**src/pwrc_defines.svh**
```systemverilog
`ifndef PWRC_DEFINES_SVH
`define PWRC_DEFINES_SVH

// Register indices; byte address is four times the index.
`define PWRC_IDX_RST_SRC 8'hE5
`define PWRC_IDX_MISC 8'hE6
`define PWRC_IDX_WAKE_KEY 8'hE7
`define PWRC_IDX_PME_GLOBAL 8'hF2
`define PWRC_IDX_PME_STS_LO 8'hF3
`define PWRC_IDX_PME_STS_HI 8'hF4
`define PWRC_IDX_POLICY 8'hE4
`define PWRC_IDX_PME_EN_LO 8'hF6
`define PWRC_IDX_PME_EN_HI 8'hF7

// Reset values.
`define PWRC_RST_SRC_RESET 8'h00
`define PWRC_MISC_RESET 8'h1C
`define PWRC_WAKE_KEY_RESET 8'h00
`define PWRC_PME_GLOBAL_RESET 8'h3E
`define PWRC_POLICY_RESET 2'h0

// Field positions.
`define PWRC_RST_GPIO_HI 7
`define PWRC_RST_GPIO_LO 3
`define PWRC_RST_GPIO_PINS_25_TO_27 2
`define PWRC_MISC_MOUSE_C 7
`define PWRC_MISC_CASE_CLR 5
`define PWRC_MISC_LAST_STATE 4
`define PWRC_MISC_DLY_HI 3
`define PWRC_MISC_DLY_LO 1
`define PWRC_MISC_PG_TRIG 0
`define PWRC_WK_THIRD_SET 7
`define PWRC_WK_SECOND_SET 6
`define PWRC_WK_OS_KEY 5
`define PWRC_WK_RESTORE_PULSE 4
`define PWRC_WK_WDT_SRC 3
`define PWRC_WK_HWM_SRC 0
`define PWRC_PME_GLOBAL_EN 0

// Power-good delays, lower bound of each range, in milliseconds.
`define PWRC_PG_DLY0_MS 300
`define PWRC_PG_DLY1_MS 330
`define PWRC_PG_DLY2_MS 390
`define PWRC_PG_DLY3_MS 520
`define PWRC_PG_DLY4_MS 200
`define PWRC_PG_DLY5_MS 230
`define PWRC_PG_DLY6_MS 290
`define PWRC_PG_DLY7_MS 420
`define PWRC_RESTORE_DLY_MS 500
`define PWRC_CLK_MHZ 125
`define PWRC_MS_NS 1000000
`define PWRC_CLK_NS 8

`endif

```
**src/pwrc_pkg.sv**
```systemverilog
package pwrc_pkg;
  typedef enum logic [3:0] {
    PWRC_PG_OFF = 4'h1,
    PWRC_PG_WAIT = 4'h2,
    PWRC_PG_ON = 4'h4,
    PWRC_PG_DROP = 4'h8
  } pwrc_pg_state_t;
  typedef enum logic [1:0] {
    PWRC_POL_OFF = 2'h0,
    PWRC_POL_ON = 2'h1,
    PWRC_POL_PREV = 2'h2,
    PWRC_POL_LAST = 2'h3
  } pwrc_policy_t;
endpackage

```
**src/pwrc_top.sv**
```systemverilog
`timescale 1ns/10ps
`include "pwrc_defines.svh"
module pwrc_top
  import pwrc_pkg::*;
#(
  parameter int MS_CYCLES = (`PWRC_MS_NS / `PWRC_CLK_NS),
  parameter int ADDR_W = 12
) (
  input wire logic aclk,
  input wire logic aresetn,
  input wire logic [ADDR_W-1:0] s_axi_awaddr,
  input wire logic [2:0] s_axi_awprot,
  input wire logic s_axi_awvalid,
  output logic s_axi_awready,
  input wire logic [31:0] s_axi_wdata,
  input wire logic [3:0] s_axi_wstrb,
  input wire logic s_axi_wvalid,
  output logic s_axi_wready,
  output logic [1:0] s_axi_bresp,
  output logic s_axi_bvalid,
  input wire logic s_axi_bready,
  input wire logic [ADDR_W-1:0] s_axi_araddr,
  input wire logic [2:0] s_axi_arprot,
  input wire logic s_axi_arvalid,
  output logic s_axi_arready,
  output logic [31:0] s_axi_rdata,
  output logic [1:0] s_axi_rresp,
  output logic s_axi_rvalid,
  input wire logic s_axi_rready,
  input wire logic lpc_reset_n,
  input wire logic resume_well_reset_n,
  input wire logic main_supply_good,
  input wire logic power_loss_return,
  input wire logic system_was_on,
  input wire logic [6:0] pme_event_low,
  input wire logic [5:0] pme_event_high,
  input wire logic mouse_wake_key_select_a,
  input wire logic mouse_wake_key_select_b,
  input wire logic kb_wake_enable,
  input wire logic kb_first_set_match,
  input wire logic kb_second_set_match,
  input wire logic kb_third_set_match,
  input wire logic kb_os_key,
  output logic [4:0] gpio_group_reset,
  output logic gpio_pins_25_to_27_reset,
  output logic watchdog_reset,
  output logic hw_monitor_reset,
  output logic caseopen_clear,
  output logic power_good_output,
  output logic power_switch_output_n,
  output logic [2:0] mouse_wake_mode,
  output logic kb_wake_event,
  output logic pme_n
);

  logic [7:0] reset_source;
  logic mouse_select_c;
  logic last_state_flag;
  logic [2:0] power_good_delay_sel;
  logic third_key_set_enable;
  logic second_key_set_enable;
  logic os_key_wake_enable;
  logic power_restore_pulse_enable;
  logic watchdog_src_sel;
  logic hw_monitor_src_sel;
  logic global_wake_event_enable;
  logic [1:0] power_loss_policy;
  logic [6:0] pme_status_lo;
  logic [5:0] pme_status_hi;
  logic [6:0] pme_enable_lo;
  logic [5:0] pme_enable_hi;
  logic power_good_retrigger;
  logic [31:0] next_rdata;
  logic [1:0] next_rresp;

  // Write channel: address and data are taken in the same cycle.
  wire wr_go = s_axi_awvalid && s_axi_wvalid && !s_axi_awready && !s_axi_bvalid;
  wire wr_fire = s_axi_awready;
  wire rd_go = s_axi_arvalid && !s_axi_arready && !s_axi_rvalid;
  logic [ADDR_W-1:0] wr_addr;
  logic [7:0] wr_byte;
  wire [7:0] wr_idx = wr_addr[9:2];
  wire wr_top_zero = (wr_addr[ADDR_W-1:10] == '0);
  wire wr_lane = wr_fire && wr_top_zero && s_axi_wstrb[0];
  wire wr_rst_src = wr_lane && (wr_idx == `PWRC_IDX_RST_SRC);
  wire wr_misc = wr_lane && (wr_idx == `PWRC_IDX_MISC);
  wire wr_wake = wr_lane && (wr_idx == `PWRC_IDX_WAKE_KEY);
  wire wr_global = wr_lane && (wr_idx == `PWRC_IDX_PME_GLOBAL);
  wire wr_sts_lo = wr_lane && (wr_idx == `PWRC_IDX_PME_STS_LO);
  wire wr_sts_hi = wr_lane && (wr_idx == `PWRC_IDX_PME_STS_HI);
  wire wr_policy = wr_lane && (wr_idx == `PWRC_IDX_POLICY);
  wire wr_en_lo = wr_lane && (wr_idx == `PWRC_IDX_PME_EN_LO);
  wire wr_en_hi = wr_lane && (wr_idx == `PWRC_IDX_PME_EN_HI);
  wire [7:0] rd_idx = s_axi_araddr[9:2];
  wire rd_top_zero = (s_axi_araddr[ADDR_W-1:10] == '0);
  wire wr_known = wr_top_zero && (wr_rst_src || wr_misc || wr_wake || wr_global ||
    wr_sts_lo || wr_sts_hi || wr_policy || wr_en_lo || wr_en_hi ||
    !s_axi_wstrb[0]);

  always_ff @(posedge aclk) begin
    if (!aresetn) begin
      s_axi_awready <= 1'b0;
      s_axi_wready <= 1'b0;
      s_axi_bvalid <= 1'b0;
      s_axi_bresp <= 2'h0;
      wr_addr <= '0;
      wr_byte <= 8'h00;
    end else begin
      s_axi_awready <= wr_go;
      s_axi_wready <= wr_go;
      if (wr_go) begin
        wr_addr <= s_axi_awaddr;
        wr_byte <= s_axi_wdata[7:0];
      end
      if (wr_fire) begin
        s_axi_bvalid <= 1'b1;
        s_axi_bresp <= wr_known ? 2'h0 : 2'h2;
      end else if (s_axi_bready) begin
        s_axi_bvalid <= 1'b0;
      end
    end
  end

  // Read mux; unmapped indices answer zero with a slave error.
  always_comb begin
    next_rdata = 32'h0000_0000;
    next_rresp = 2'h0;
    if (!rd_top_zero) begin
      next_rresp = 2'h2;
    end else begin
      case (rd_idx)
        `PWRC_IDX_RST_SRC: next_rdata[7:0] = {reset_source[7:2], 2'b00};
        `PWRC_IDX_MISC: next_rdata[7:0] = {mouse_select_c, 2'b00, last_state_flag,
          power_good_delay_sel, 1'b0};
        `PWRC_IDX_WAKE_KEY: next_rdata[7:0] = {third_key_set_enable,
          second_key_set_enable, os_key_wake_enable, power_restore_pulse_enable,
          watchdog_src_sel, 2'b00, hw_monitor_src_sel};
        `PWRC_IDX_PME_GLOBAL: next_rdata[7:0] = {7'(`PWRC_PME_GLOBAL_RESET >> 1),
          global_wake_event_enable};
        `PWRC_IDX_PME_STS_LO: next_rdata[7:0] = {1'b0, pme_status_lo};
        `PWRC_IDX_PME_STS_HI: next_rdata[7:0] = {2'b00, pme_status_hi};
        `PWRC_IDX_POLICY: next_rdata[7:0] = {1'b0, power_loss_policy, 5'h00};
        `PWRC_IDX_PME_EN_LO: next_rdata[7:0] = {1'b0, pme_enable_lo};
        `PWRC_IDX_PME_EN_HI: next_rdata[7:0] = {2'b00, pme_enable_hi};
        default: next_rresp = 2'h2;
      endcase
    end
  end

  always_ff @(posedge aclk) begin
    if (!aresetn) begin
      s_axi_arready <= 1'b0;
      s_axi_rvalid <= 1'b0;
      s_axi_rdata <= 32'h0000_0000;
      s_axi_rresp <= 2'h0;
    end else begin
      s_axi_arready <= rd_go;
      if (rd_go) begin
        s_axi_rdata <= next_rdata;
        s_axi_rresp <= next_rresp;
      end
      if (s_axi_arready) begin
        s_axi_rvalid <= 1'b1;
      end else if (s_axi_rready) begin
        s_axi_rvalid <= 1'b0;
      end
    end
  end

  // Configuration registers.
  always_ff @(posedge aclk) begin
    if (!aresetn) begin
      reset_source <= `PWRC_RST_SRC_RESET;
      mouse_select_c <= 1'((`PWRC_MISC_RESET >> `PWRC_MISC_MOUSE_C));
      last_state_flag <= 1'((`PWRC_MISC_RESET >> `PWRC_MISC_LAST_STATE));
      power_good_delay_sel <= 3'((`PWRC_MISC_RESET >> `PWRC_MISC_DLY_LO));
      third_key_set_enable <= 1'b0;
      second_key_set_enable <= 1'b0;
      os_key_wake_enable <= 1'b0;
      power_restore_pulse_enable <= 1'b0;
      watchdog_src_sel <= 1'b0;
      hw_monitor_src_sel <= 1'b0;
      global_wake_event_enable <= 1'b0;
      power_loss_policy <= `PWRC_POLICY_RESET;
      pme_enable_lo <= 7'h00;
      pme_enable_hi <= 6'h00;
    end else begin
      if (wr_rst_src) begin
        reset_source <= {wr_byte[7:2], 2'b00};
      end
      if (wr_misc) begin
        mouse_select_c <= wr_byte[`PWRC_MISC_MOUSE_C];
        last_state_flag <= wr_byte[`PWRC_MISC_LAST_STATE];
        power_good_delay_sel <= wr_byte[`PWRC_MISC_DLY_HI:`PWRC_MISC_DLY_LO];
      end
      if (wr_wake) begin
        third_key_set_enable <= wr_byte[`PWRC_WK_THIRD_SET];
        second_key_set_enable <= wr_byte[`PWRC_WK_SECOND_SET];
        os_key_wake_enable <= wr_byte[`PWRC_WK_OS_KEY];
        power_restore_pulse_enable <= wr_byte[`PWRC_WK_RESTORE_PULSE];
        watchdog_src_sel <= wr_byte[`PWRC_WK_WDT_SRC];
        hw_monitor_src_sel <= wr_byte[`PWRC_WK_HWM_SRC];
      end
      if (wr_global) begin
        global_wake_event_enable <= wr_byte[`PWRC_PME_GLOBAL_EN];
      end
      if (wr_policy) begin
        power_loss_policy <= wr_byte[6:5];
      end
      if (wr_en_lo) begin
        pme_enable_lo <= wr_byte[6:0];
      end
      if (wr_en_hi) begin
        pme_enable_hi <= wr_byte[5:0];
      end
    end
  end

  // Status bits: a new event in the clearing cycle wins over the clear.
  wire [6:0] clr_lo = wr_sts_lo ? wr_byte[6:0] : 7'h00;
  wire [5:0] clr_hi = wr_sts_hi ? wr_byte[5:0] : 6'h00;
  wire pme_pending = global_wake_event_enable &&
    (|(pme_status_lo & pme_enable_lo) || |(pme_status_hi & pme_enable_hi));

  always_ff @(posedge aclk) begin
    if (!aresetn) begin
      pme_status_lo <= 7'h00;
      pme_status_hi <= 6'h00;
      pme_n <= 1'b1;
    end else begin
      pme_status_lo <= (pme_status_lo & ~clr_lo) | pme_event_low;
      pme_status_hi <= (pme_status_hi & ~clr_hi) | pme_event_high;
      pme_n <= !pme_pending;
    end
  end

  // Reset routing for the neighbouring blocks.
  wire lpc_rst = !lpc_reset_n;
  wire [4:0] next_gpio_reset = {5{lpc_rst}} &
    ~reset_source[`PWRC_RST_GPIO_HI:`PWRC_RST_GPIO_LO];
  wire next_gp_pins_reset = reset_source[`PWRC_RST_GPIO_PINS_25_TO_27] ?
    !resume_well_reset_n : lpc_rst;
  wire next_wdt_reset = watchdog_src_sel ? !power_good_output : lpc_rst;
  wire next_hwm_reset = hw_monitor_src_sel ? lpc_rst : !power_good_output;

  always_ff @(posedge aclk) begin
    if (!aresetn) begin
      gpio_group_reset <= 5'h1F;
      gpio_pins_25_to_27_reset <= 1'b1;
      watchdog_reset <= 1'b1;
      hw_monitor_reset <= 1'b1;
      caseopen_clear <= 1'b0;
      mouse_wake_mode <= 3'h0;
      power_good_retrigger <= 1'b0;
    end else begin
      gpio_group_reset <= next_gpio_reset;
      gpio_pins_25_to_27_reset <= next_gp_pins_reset;
      watchdog_reset <= next_wdt_reset;
      hw_monitor_reset <= next_hwm_reset;
      caseopen_clear <= wr_misc && wr_byte[`PWRC_MISC_CASE_CLR];
      power_good_retrigger <= wr_misc && wr_byte[`PWRC_MISC_PG_TRIG];
      mouse_wake_mode <= {mouse_select_c, mouse_wake_key_select_a,
        mouse_wake_key_select_b};
    end
  end

  // Millisecond tick shared by both long delays; shorten MS_CYCLES in simulation.
  logic [31:0] tick_cnt;
  wire ms_tick = (tick_cnt == 32'(MS_CYCLES - 1));
  always_ff @(posedge aclk) begin
    if (!aresetn) begin
      tick_cnt <= 32'h0000_0000;
    end else begin
      tick_cnt <= ms_tick ? 32'h0000_0000 : tick_cnt + 32'h0000_0001;
    end
  end

  // Power-good sequencing; the shortest time of each range is used.
  logic [9:0] pg_delay_ms;
  always_comb begin
    case (power_good_delay_sel)
      3'h0: pg_delay_ms = 10'(`PWRC_PG_DLY0_MS);
      3'h1: pg_delay_ms = 10'(`PWRC_PG_DLY1_MS);
      3'h2: pg_delay_ms = 10'(`PWRC_PG_DLY2_MS);
      3'h3: pg_delay_ms = 10'(`PWRC_PG_DLY3_MS);
      3'h4: pg_delay_ms = 10'(`PWRC_PG_DLY4_MS);
      3'h5: pg_delay_ms = 10'(`PWRC_PG_DLY5_MS);
      3'h6: pg_delay_ms = 10'(`PWRC_PG_DLY6_MS);
      default: pg_delay_ms = 10'(`PWRC_PG_DLY7_MS);
    endcase
  end

  pwrc_pg_state_t pg_state;
  pwrc_pg_state_t next_pg_state;
  logic [9:0] pg_ms;
  wire pg_done = ms_tick && (pg_ms + 10'h001 >= pg_delay_ms);

  always_comb begin
    next_pg_state = pg_state;
    case (pg_state)
      PWRC_PG_OFF: if (main_supply_good) next_pg_state = PWRC_PG_WAIT;
      PWRC_PG_WAIT: begin
        if (!main_supply_good) begin
          next_pg_state = PWRC_PG_OFF;
        end else if (pg_done) begin
          next_pg_state = PWRC_PG_ON;
        end
      end
      PWRC_PG_ON: begin
        if (!main_supply_good) begin
          next_pg_state = PWRC_PG_OFF;
        end else if (power_good_retrigger) begin
          next_pg_state = PWRC_PG_DROP;
        end
      end
      PWRC_PG_DROP: next_pg_state = main_supply_good ? PWRC_PG_WAIT : PWRC_PG_OFF;
      default: next_pg_state = PWRC_PG_OFF;
    endcase
  end

  always_ff @(posedge aclk) begin
    if (!aresetn) begin
      pg_state <= PWRC_PG_OFF;
      pg_ms <= 10'h000;
      power_good_output <= 1'b0;
    end else begin
      pg_state <= next_pg_state;
      if (next_pg_state != PWRC_PG_WAIT || pg_state != PWRC_PG_WAIT) begin
        pg_ms <= 10'h000;
      end else if (ms_tick) begin
        pg_ms <= pg_ms + 10'h001;
      end
      power_good_output <= (next_pg_state == PWRC_PG_ON);
    end
  end

  // Keyboard wake: with kb_wake_enable set, the first set always matches, the others only when enabled.
  wire kb_wake_hit = kb_wake_enable && (kb_first_set_match ||
    (second_key_set_enable && kb_second_set_match) ||
    (third_key_set_enable && kb_third_set_match) ||
    (os_key_wake_enable && kb_os_key));

  // Decide whether the system is meant to come back on after power loss.
  logic restore_on;
  always_comb begin
    case (pwrc_policy_t'(power_loss_policy))
      PWRC_POL_OFF: restore_on = 1'b0;
      PWRC_POL_ON: restore_on = 1'b1;
      PWRC_POL_PREV: restore_on = system_was_on;
      PWRC_POL_LAST: restore_on = !last_state_flag;
      default: restore_on = 1'b0;
    endcase
  end

  // The switch level is held until main supply rises, so a slow supply is not cut short.
  logic restore_wait;
  logic [9:0] restore_ms;
  logic switch_hold;
  wire restore_go = power_loss_return && restore_on && power_restore_pulse_enable;
  wire restore_done = restore_wait && ms_tick &&
    (restore_ms + 10'h001 >= 10'(`PWRC_RESTORE_DLY_MS));

  always_ff @(posedge aclk) begin
    if (!aresetn) begin
      restore_wait <= 1'b0;
      restore_ms <= 10'h000;
      switch_hold <= 1'b0;
      power_switch_output_n <= 1'b1;
      kb_wake_event <= 1'b0;
    end else begin
      kb_wake_event <= kb_wake_hit;
      if (restore_go) begin
        restore_wait <= 1'b1;
        restore_ms <= 10'h000;
      end else if (restore_done) begin
        restore_wait <= 1'b0;
      end else if (restore_wait && ms_tick) begin
        restore_ms <= restore_ms + 10'h001;
      end
      if (main_supply_good) begin
        switch_hold <= 1'b0;
      end else if (restore_done || kb_wake_hit) begin
        switch_hold <= 1'b1;
      end
      power_switch_output_n <= !(switch_hold && !main_supply_good);
    end
  end

endmodule // pwrc_top

```
**config.mk**
```make
export PLATFORM = sky130hd
export DESIGN_NAME = pwrc_top
export DESIGN_NICKNAME = d
export VERILOG_FILES = /design/src/pwrc_pkg.sv /design/src/pwrc_top.sv
export VERILOG_INCLUDE_DIRS = /design/src
export SDC_FILE = /design/constraint.sdc
export NUM_CORES = 1
export LEC_CHECK = 0
export BUFFER_PORTS_ARGS = -buffer_cell sky130_fd_sc_hd__buf_2
export CORE_AREA = 2 2 159 161
export DETAILED_ROUTE_END_ITERATION = 12
export DIE_AREA = 0 0 161 163
export PLACE_DENSITY = 0.49
export SETUP_SLACK_MARGIN = 0.15
export SYNTH_ARGS = -nofsm -noshare
export SYNTH_HDL_FRONTEND = slang
export SYNTH_SLANG_ARGS = --single-unit
```
**constraint.sdc**
```tcl
create_clock -name aclk -period 4.4 [get_ports aclk]
set_input_delay 0.22 -clock aclk [delete_from_list [all_inputs] [get_ports aclk]]
set_output_delay 0.22 -clock aclk [all_outputs]
set_load 0.1 [all_outputs]
```
# Word level (Yosys, flattened, before mapping)
# Cells that the tools add are included.
totals:
  word_cells: 191
  output_inout_bits: 57
  register_bits: 157
classes:
  n_addsub: 3
  bitwise: 12
  reduce_logical: 72
  n_lt_le_gt_ge: 2
  muxes: 25
  eq_ne: 35
op_table:
  columns: ["cell", "count"]
  rows:
  - ["$eq 8x8->1 const B", 18]
  - ["$pmux 8 s9", 1]
  - ["$pmux 10 s7", 1]
  - ["$add 32x1->32 const B", 1]
  - ["$eq 32x17->1 const B", 1]
  - ["$logic_and 1x1->1", 30]
  - ["$add 10x1->10 const B", 2]
  - ["$mux 4", 5]
  - ["$pmux 4 s4", 1]
  - ["$logic_or 1x1->1", 15]
  - ["$and 7x7->7", 2]
  - ["$and 6x6->6", 2]
  - ["$logic_not 1->1", 12]
  - ["$ge 10x10->1", 1]
  - ["$ge 10x9->1 const B", 1]
  - ["$eq 3x3->1 const B", 3]
  - ["$mux 1", 9]
  - ["$reduce_or 9->1", 1]
  - ["$eq 4x3->1 const B", 2]
  - ["$mux 2", 4]
  - ["$mux 8", 1]
  - ["$ne 4x2->1 const B", 2]
  - ["$reduce_or 2->1", 4]
  - ["$mux 7", 1]
  - ["22 further kinds", 29]

# Depth between registers and ports, before layout
# Gate-level depths: netlist of run 1.
depth:
  depth_word: 15
  ltp_mapped: 12
  mapped_depth_nobuf: 12

# Worst setup path after synthesis of run 1
# OpenSTA, ideal clock, no wires.
synth_timing:
  path_type: "register -> register"
  start: "register, netlist name s_axi_wready"
  end: "register pme_enable_lo[0]"
  slack_ns: 1.737
  arrival_ns: 2.536
  path_buffers: 2
  path_stages_with_launch: 8
  period_less_slack_ns: 2.663
  t_required_ns: 4.272
  cell_sequence: "dfxtp_1 > nand4_1 > or2_1 > clkbuf_1 > or3_1 > buf_2 > mux2i_1 > nor2_1"
synth_rtl:
  columns: ["item", "line_no", "text"]
  rows:
  - ["to (signal assigned)", "pwrc_top.sv:211", "pme_enable_lo <= wr_byte[6:0];"]
  - ["to (decl)", "pwrc_top.sv:70", "logic [6:0] pme_enable_lo;"]

# Worst setup path after layout of run 1
layout_timing:
  start: "register pg_ms[2]"
  end: "register pg_ms[1]"
layout_between:
  elab_chain_len: 9
layout_lines:
  columns: ["item", "line_no", "text"]
  rows:
  - ["from (decl)", "pwrc_top.sv:295", "logic [9:0] pg_ms;"]
  - ["from (signal assigned)", "pwrc_top.sv:331", "pg_ms <= pg_ms + 10'h001;"]
  - ["$add 10x1->10", "pwrc_top.sv:296", "wire pg_done = ms_tick && (pg_ms + 10'h001 >= pg_delay_ms);"]
  - ["$ge 10x10->1", "pwrc_top.sv:296", null]
  - ["$logic_and 1x1->1", "pwrc_top.sv:296", null]
  - ["$mux 4", "pwrc_top.sv:305", "end else if (pg_done) begin"]
  - ["$mux 4", "pwrc_top.sv:303", "if (!main_supply_good) begin"]
  - ["$pmux 4 s4", "pwrc_top.sv:300", "case (pg_state)"]
  - ["$ne 4x2->1", "pwrc_top.sv:328", "if (next_pg_state != PWRC_PG_WAIT || pg_state != PWRC_PG_WAIT) begin"]
  - ["$logic_or 1x1->1", "pwrc_top.sv:328", null]
  - ["$reduce_or 2->1 (no source line)", null, null]
# No other way between the ends.
# A chain may end at the register's enable or synchronous reset.

==> summary.txt, run 1 <==
Outcome: finished, final reports clean
DP HPWL: 13,100 um
DRT iter0 DRCs: 288
First-pass GRT wire length: 29,900 um
Gr ovfl total: 0
CP Capture Type: flop
Sink Count: 153
Clock Power Share: 0.454
Register area share after synthesis: 0.421
Power Internal: 2.28 mW
Via count: 6,026
Die X: 161 um
CTS max path bufs: 2
Power Density: 374 nW/um^2
Most common cell on crit path: a21o_1
Most used DFF post-synth: dfxtp_1
Synth top area cells: dfxtp_1 (42%), nor2_1 (5.8%), nand2_1 (5.5%)
Placeable Area: 24,700 um^2
Synthesis Warnings: 0
Num rows: 58
Skew-Pair Late Insertion Delay: 0.42 ns
Cts hold-fix bufs: 11
CTS Root Cell: clkbuf_16
Sequential cell area: 3060 um^2
EDFF count, synth: 0
P_leak: 3.33 nW
Area delta synth->final: 18.3%
Die Area: 26,200 um^2
Multi-input logic area: 3890 um^2
Fin cells: 1,284
Routability cong.: 0.761
Antenna cells: 0
Period utilisation layout: 0.699
Peak Freq: 0.325 GHz
Sw Share: 0.291
CP Data Arrival Time: 3.41 ns
Inst Count DP: 1,241
Yosys top cell area share: 0.421
Initial antenna violation count: 2
CP Data Required Time: 4.74 ns
Number of routed nets with antenna violations: 0
Final-report max-slew violation count: 0
Maximum fanout along the worst path: 10
Largest net degree at the start of global routing: 48
Drt via density: 4.69
DRC viols: 0
DR pass1 iterations: 5
Final nets: 1,051
Worst hold slack: 0.0158 ns
Comb power frac: 0.096
IO buf count: 91
Final WL: 18,100 um
Sequential Power Share: 0.449
Vias in the first global route: 5,594
DR WL/cell: 14.1 um
Crit start category: flop
Uppermost routed layer: met5
WL met3: 602 um
# setup viols final: 0
Synth unique cells: 77
Hold Path Class: input pin to flop
Total net switching power: 0.935 mW
Peak VDD IR: 0.000192 V
Wire length on met2: 8630 um
Reg clk slew, reported paths: 0.06 ns
GRT Util Overall: 0.142
Cell family contributing the most delay on the critical path: simple AND/OR/NAND/NOR gates
Postcts setup bufs: 0
Cell count after synthesis: 853
M1 WL: 8620 um
Async set-reset flop share out of synthesis: 0
Fillers: 2,633
Avg Inst Size Synth: 8.53 um^2
Cts repair resizes: 0
CP max stage cell: nand4_1
Yosys reg bits: 153
Area leader, netlist: dfxtp_1
Ports: 155
Buffers & Inverters on Critical Path: 0
Crit-path cells: and3_1, nand3_1, nor2_1, xor2_1, ha_1, a21o_1, a21o_1, a211o_1, o21ai_0, nand4_1, a21oi_1
CTS buffer count: 17
Unrepaired setup endpoints after global routing: no
H-tree depth: 4
Slew Limit Headroom: 0.220
CTS tree: yes
Number of max-cap violations: 0
Mapped cell area: 7280 um^2
Fin crit period: 3.07 ns
Post-layout util: 0.349
Final TNS setup: 0 ns
CP peak stage delay: 0.41 ns
Setup CP Type: flop to flop
Worst-Margin Slew: 1.16 ns
Layout cell share with drive strength beyond 1: 0.171
Final hold violations: 0
DIE HEIGHT: 163 um
Setup Skew: 0.0122 ns
Initial core utilization: 0.295
-- metal layers --
| layer | GRT usage | vias up |
|---|---|---|
| met5 | 0 | - |
| met3 | 0.0280 | 14 |
| met2 | 0.236 | 103 |
| met4 | 0.0390 | 2 |
| li1 | - | 3104 |
| met1 | 0.187 | 2803 |
-- metrics by stage --
step / area (um^2) / setup slack (ns) / power [mW]
after floorplan: 7370 / 1.74 / 1.73
after global placement: 7920 / 1.35 / 1.78
after detailed placement: 7920 / 1.32 / 1.78
after CTS: 8610 / 1.29 / 3.26
after global routing: 8610 / 0.987 / 3.34
final: 8610 / 1.33 / 3.22
-- path summary, 6_finish.rpt --
path / startpoint / endpoint / slack [ns] / cells after the start
max: pg_ms[2]$_SDFFE_PP0P_ / pg_ms[1]$_SDFFE_PP0P_ / 1.33 / 11
min: pme_event_high[1] / pme_status_hi[1]$_SDFF_PN0_ / 0.02 / 3
max reg2reg: pg_ms[2]$_SDFFE_PP0P_ / pg_ms[1]$_SDFFE_PP0P_ / 1.33 / 11
min reg2reg: switch_hold$_SDFFE_PP0P_ / power_switch_output_n$_SDFF_PN1_ / 0.39 / 1
-- worst reg2reg max path: stages (launching register included) --
cell and delay, ns:
dfxtp_1 0.40, and3_1 0.24, nand3_1 0.17, nor2_1 0.29
xor2_1 0.19, ha_1 0.26, a21o_1 0.19, a21o_1 0.18
a211o_1 0.30, o21ai_0 0.14, nand4_1 0.41, a21oi_1 0.26
-- Yosys cell counts (all sizes together) (3+ instances only) --
| master | n |
|---|---|
| a21oi | 57 |
| a22oi | 9 |
| o31a | 4 |
| dfxtp | 153 |
| a31o | 3 |
| a221o | 3 |
| nand3 | 39 |
| a221oi | 3 |
| xor2 | 32 |
| mux2 | 9 |
| nand2b | 4 |
| and3 | 12 |
| mux2i | 30 |
| nor2b | 7 |
| and2 | 12 |
| a31oi | 4 |
| a22o | 4 |
| or3 | 9 |
| a21o | 3 |
| nor4 | 17 |
| nand2 | 108 |
| o31ai | 4 |
| nand4 | 14 |
| and4 | 3 |
| buf | 37 |
| nand4b | 4 |
| ha | 12 |
| nor3 | 18 |
| o21ai | 27 |
| o211ai | 4 |
| nor2 | 114 |
| or4 | 3 |
| inv | 16 |
| xnor2 | 22 |
| clkbuf | 26 |
-- cell usage in the layout (no fill, tap or decap), types with 4 or more instances in the layout --
cell type,instances
a21oi_1,57
a22o_1,4
a22oi_1,9
a31oi_1,4
and2_1,10
and3_1,11
buf_2,91
buf_4,5
clkbuf_16,17
conb_1,26
dfxtp_1,153
dlygate4sd3_1,11
ha_1,12
inv_1,14
inv_6,6
inv_8,4
mux2_2,9
mux2i_1,30
nand2_1,106
nand2b_1,4
nand3_1,38
nand4_1,13
nand4b_1,4
nor2_1,112
nor2b_1,7
nor3_1,16
nor4_1,13
o211ai_1,4
o21ai_0,25
or3_1,9
xnor2_1,22
xor2_1,32
-- registers in the layout, summed over array words and instances (netlist names), 2 cells and up --
register	count
tick_cnt	32
pg_ms	10
restore_ms	10
wr_addr	10
s_axi_rdata	8
wr_byte	8
pme_enable_lo	7
pme_status_lo	7
pme_enable_hi	6
pme_status_hi	6
reset_source	6
gpio_group_reset	5
pg_state	4
mouse_wake_mode	3
power_good_delay_sel	3
power_loss_policy	2
-- power groups by stage --
stage	sequential [mW]	clock, mW	combinational [mW]
6_report	1.45	1.46	0.310
5_1_grt	1.45	1.56	0.332
4_1_cts	1.45	1.50	0.313
3_5_place_dp	1.48	0	0.305
3_3_place_gp	1.48	0	0.304
2_1_floorplan	1.53	0	0.203
-- cells by family after synthesis --
| family | after synthesis | share of synthesized area |
|---|---|---|
| other cells | 1 | 0.000515 |
| compound gates | 139 | 0.123 |
| buf+inv | 79 | 0.0576 |
| flops | 153 | 0.421 |
| fa+ha+maj | 12 | 0.0206 |
| simple gates | 375 | 0.254 |
| mux | 40 | 0.0583 |
| xor+xnor | 54 | 0.0650 |
-- area by class of cell --
cell class              instances  share of cell area
flip-flops and latches        153               0.356
well taps                     330              0.0480
repair buffers                107              0.0701
inverters                      16             0.00698
clock buffers                  17              0.0494
clock inverters                15              0.0177
multi-input cells             646               0.452
Note: power is estimated with default switching activity, not from simulation.
==> run 2: changes to the inputs <==
PLACE_DENSITY = 0.5   (was 0.49)
clock period = 2.48 ns   (was 4.4 ns; I/O delays follow)
==> summary.txt, run 2 (same netlist as run 1, synthesis figures left out) <==
Final-report max-slew violation count: 0
P_leak: 3.62 nW
CP Depth: 12
Max reg flops: 32
Buffers & Inverters on Critical Path: 1
Slew Limit Headroom: 0.529
Setup Skew: 0.0102 ns
DIE HEIGHT: 163 um
GRT Util Overall: 0.150
Sink Count: 153
Inst Count DP: 1,262
Ports: 155
Skew-Pair Late Insertion Delay: 0.42 ns
Worst setup margin: -0.0338 ns
Peak VDD IR: 0.000438 V
Placeable Area: 24,700 um^2
Peak Freq: 0.398 GHz
Failing checks: setup timing
DRC viols: 0
Vias in the first global route: 5,882
Top reg by flops: tick_cnt
Initial core utilization: 0.295
H-tree depth: 4
Highest-count cells in the layout ignoring fill and taps: dfxtp_1 (147), nand2_1 (106), nor2_1 (106), buf_2 (91), a21oi_1 (56)
Largest net degree at the start of global routing: 43
Worst-Margin Slew: 0.704 ns
Commonest non-fill, non-tap cell in the layout: dfxtp_1
CP Data Required Time: 2.83 ns
Crit-path cells: ha_4, nand3_4, nor2_4, nand3_2, xnor2_1, ha_1, a21o_1, a211o_1, o21ai_1, nand4_1, buf_4, nor2_1
DR pass1 iterations: 4
Reg2Reg Depth: 12
CP Capture Type: flop
Final TNS setup: -0.126 ns
First-pass GRT wire length: 31,200 um
Fin crit period: 2.51 ns
Hold path cells: 2
Number of routed nets with antenna violations: 0
Via count: 6,302
CP Data Arrival Time: 2.87 ns
Crit start category: flop
Post-layout util: 0.378
Number of max-cap violations: 0
Fin cells: 1,344
Drt via density: 4.69
DRT iter0 DRCs: 267
Routability cong.: 0.816
CTS Root Cell: clkbuf_16
IO buf count: 91
Final hold violations: 0
Area delta synth->final: 28.2%
Unrepaired setup endpoints after global routing: yes
Power Density: 625 nW/um^2
Reg clk slew, reported paths: 0.06 ns
Setup CP Type: flop to flop
Die Area: 26,200 um^2
DP HPWL: 13,900 um
CTS max path bufs: 2
Cell family contributing the most delay on the critical path: compound AO/OA/AOI/OAI gates
CP max stage cell: dfxtp_4
Initial antenna violation count: 0
Outcome: finished, violations left
Final nets: 1,110
DR WL/cell: 14.5 um
Final WL: 19,400 um
CTS buffer count: 17
CTS tree: yes
Period utilisation layout: 1.01
# setup viols final: 6
Die X: 161 um
CP peak stage delay: 0.37 ns
Hold Path Class: input pin to flop
Num rows: 58
Maximum fanout along the worst path: 5
Layout cell share with drive strength beyond 1: 0.216
Gr ovfl total: 0
run 2: report_power, final:
group / total [mW] / switching [mW] / internal, mW
logic: 0.607 / 0.450 / 0.157
registers: 2.57 / 0.0571 / 2.51
clock network: 2.66 / 1.10 / 1.56
run 2: timing repair:
| item | in CTS | in global routing |
|---|---|---|
| gates resized for setup | 6 | 20 |
| hold buffers | 38 | 1 |
| setup endpoints to repair | 10 | 50 |
| gates cloned | 1 | 0 |
| pin swaps | 4 | 9 |
| hold endpoints to repair | 39 | 1 |
| setup buffers | 5 | 4 |
run 2: routing by layer:
layer  GRT usage  vias to the layer above  share of wire
met5           0                        -              0
met4      0.0377                        0         0.0091
met3      0.0321                       11          0.031
met2       0.246                      101           0.47
met1       0.200                     2953           0.49
li1            -                     3237              -
run 2: cell type report:
class / instances / area (um^2)
Fill cell: 2546 / 15300
Multi-Input combinational cell: 646 / 4030
Clock buffer: 21 / 460
Antenna cell: 1 / 2.50
Sequential cell: 153 / 3070
Inverter: 16 / 60.1
Tap cell: 330 / 413
Clock inverter: 11 / 138
Timing Repair Buffer: 166 / 1150
run 2: path summary, 6_finish.rpt:
check / start / end / slack [ns]
setup / recovery: pg_ms[0]$_SDFFE_PP0P_ / pg_ms[3]$_SDFFE_PP0P_ / -0.03
hold / removal: lpc_reset_n / gpio_group_reset[3]$_SDFF_PN1_ / 0.002
setup reg to reg: pg_ms[0]$_SDFFE_PP0P_ / pg_ms[3]$_SDFFE_PP0P_ / -0.03
hold reg to reg: switch_hold$_SDFFE_PP0P_ / power_switch_output_n$_SDFF_PN1_ / 0.38
run 2: metrics by stage:
| step | area, um^2 | worst slack [ns] | power [mW] | hold WS (ns) |
|---|---|---|---|---|
| floorplan | 7430 | 0.118 | 3.07 | 0.224 |
| global placement | 8160 | 0.0595 | 3.17 | 0.331 |
| detailed placement | 8160 | 0.0314 | 3.17 | 0.334 |
| CTS | 9200 | 0.0315 | 5.89 | 0.00350 |
| global route | 9320 | -0.168 | 6.05 | 0.0234 |
| finish | 9330 | -0.0338 | 5.83 | 0.00177 |
==> run 3: changes to the inputs <==
REMOVE_ABC_BUFFERS = 1   (was unset)
==> summary.txt, run 3 (same netlist as run 1, synthesis figures left out) <==
Gr ovfl total: 0
CP peak stage delay: 0.36 ns
CTS tree: yes
Drt via density: 4.65
Layout cell share with drive strength beyond 1: 0.213
DR WL/cell: 13.5 um
Crit-path cells: and3_4, nand3_4, nor2_4, xor2_1, ha_1, a21o_1, a21o_1, a211o_1, o21ai_1, nand4_1, buf_6, nor2_1
Routability cong.: 0.790
Peak Freq: 0.410 GHz
Commonest non-fill, non-tap cell in the layout: dfxtp_1
CTS buffer count: 17
Placeable Area: 24,700 um^2
Skew-Pair Late Insertion Delay: 0.42 ns
Reg clk slew, reported paths: 0.07 ns
Reg2reg start: pg_ms[1]$_SDFFE_PP0P_
Hold path cells: 3
Max reg flops: 32
CTS Root Cell: clkbuf_16
Initial core utilization: 0.295
FF-to-FF End: pg_ms[3]$_SDFFE_PP0P_
Vias in the first global route: 5,970
Hold Path Class: input pin to flop
Power Density: 638 nW/um^2
Largest net degree at the start of global routing: 45
Fin crit period: 2.44 ns
Crit start category: flop
Period utilisation layout: 0.984
Outcome: finished, final reports clean
DRT iter0 DRCs: 249
Fin cells: 1,344
Final hold violations: 0
Reg2Reg Depth: 12
Maximum fanout along the worst path: 5
H-tree depth: 4
Finished Cell Area: 9310 um^2
DIE HEIGHT: 163 um
Setup Skew: 0.0117 ns
Place WS: -0.0103 ns
Num rows: 58
P_leak: 3.65 nW
GRT Util Overall: 0.143
Worst setup margin: 0.0392 ns
Setup CP Type: flop to flop
Worst hold slack: 0.0201 ns
CTS max path bufs: 2
Hold Path Origin: s_axi_wstrb[0]
DRC viols: 0
CP Data Required Time: 2.84 ns
IO buf count: 91
Area delta synth->final: 28.0%
Number of max-cap violations: 0
Via count: 6,243
DP Area: 8170 um^2
Final WL: 18,200 um
# setup viols final: 0
Reg2Reg Setup Slack: 0.04 ns
CP Data Arrival Time: 2.80 ns
Buffers & Inverters on Critical Path: 1
Die Area: 26,200 um^2
Worst-Margin Slew: 0.850 ns
Sink Count: 153
Most common cell on crit path: a21o_1
Ports: 155
CP Capture Type: flop
Die X: 161 um
Peak VDD IR: 0.000493 V
CP max stage cell: dfxtp_4
Highest-count cells in the layout ignoring fill and taps: dfxtp_1 (148), nand2_1 (106), nor2_1 (105), buf_2 (91), a21oi_1 (56)
Antenna cells: 0
Unrepaired setup endpoints after global routing: yes
Slew Limit Headroom: 0.433
Cell family contributing the most delay on the critical path: simple AND/OR/NAND/NOR gates
DR pass1 iterations: 4
First-pass GRT wire length: 30,300 um
Number of routed nets with antenna violations: 0
Top reg by flops: tick_cnt
Initial antenna violation count: 0
DP HPWL: 13,100 um
Inst Count DP: 1,271
Final nets: 1,112
Worst Hold Endpoint: s_axi_bresp[1]$_SDFFE_PN0P_
Fillers: 2,566
Final-report max-slew violation count: 0
## run 3: cell types whose count changed in the layout (fill, tap and decap cells not counted), sizes merged, moves of 2 or more
| cell | change |
|---|---|
| bufinv | +2 |
| clkbuf | -2 |
| buf | +3 |
| inv | +2 |
| clkinv | -2 |
## run 3: layer usage
| metal | global-route usage | vias up | share of wire |
|---|---|---|---|
| met5 | 0 | - | 0 |
| met4 | 0.0459 | 0 | 0.016 |
| met3 | 0.0280 | 16 | 0.031 |
| met2 | 0.249 | 94 | 0.49 |
| met1 | 0.179 | 2903 | 0.46 |
| li1 | - | 3230 | - |
## run 3: how the worst max path moves through the flow
stage | start | to | slack [ns] | cells after the start
2_1_floorplan | s_axi_wready$_SDFF_PN0_ | pme_enable_lo[0]$_SDFFE_PN0P_ | -0.97 | 5
3_3_place_gp | pg_ms[0]$_SDFFE_PP0P_ | pg_ms[1]$_SDFFE_PP0P_ | -0.006 | 12
3_5_place_dp | pg_ms[1]$_SDFFE_PP0P_ | pg_ms[1]$_SDFFE_PP0P_ | -0.01 | 12
4_1_cts | pg_ms[0]$_SDFFE_PP0P_ | pg_ms[1]$_SDFFE_PP0P_ | 0.09 | 12
5_1_grt | pg_ms[0]$_SDFFE_PP0P_ | pg_ms[8]$_SDFFE_PP0P_ | -0.12 | 12
6_report | pg_ms[1]$_SDFFE_PP0P_ | pg_ms[3]$_SDFFE_PP0P_ | 0.04 | 12
## run 3: final cells by class
cell class | instances | area [um^2] | area share
multi-input cells | 646 | 3980 | 0.427
flip-flops and latches | 153 | 3070 | 0.330
repair buffers | 168 | 1160 | 0.125
clock buffers | 19 | 433 | 0.0465
well taps | 330 | 413 | 0.0443
clock inverters | 12 | 190 | 0.0204
inverters | 16 | 60.1 | 0.00645
## run 3: stage by stage
stage | setup TNS, ns | power [mW] | utilization
floorplan | -37.47 | 3.01 | -
global placement | -0.00610 | 3.17 | 0.331
CTS | 0 | 6.01 | 0.374
global route | -1.03 | 6.16 | 0.377
finish | 0 | 5.94 | 0.377
detailed placement | -0.0212 | 3.17 | 0.331
## run 3: what timing repair did
action | in CTS | in global routing
hold buffers | 38 | 0
setup buffers | 2 | 1
hold endpoints to repair | 42 | 0
gates resized for setup | 14 | 20
endpoints found under the setup margin | 14 | 21
gates cloned | 1 | 0
pin swaps | 15 | 11
## run 3: report_power, final
| group | internal [mW] | switching [mW] |
|---|---|---|
| Combinational | 0.152 | 0.443 |
| Sequential | 2.51 | 0.0518 |
| Clock | 1.70 | 1.08 |
## run 3: worst min-delay path, delay by kind of cell
kind	cells	cell delay (ns)
AOI/OAI and AO/OA	1	0.07
buffers and inverters	1	0.11
and+or+nand+nor	1	0.09
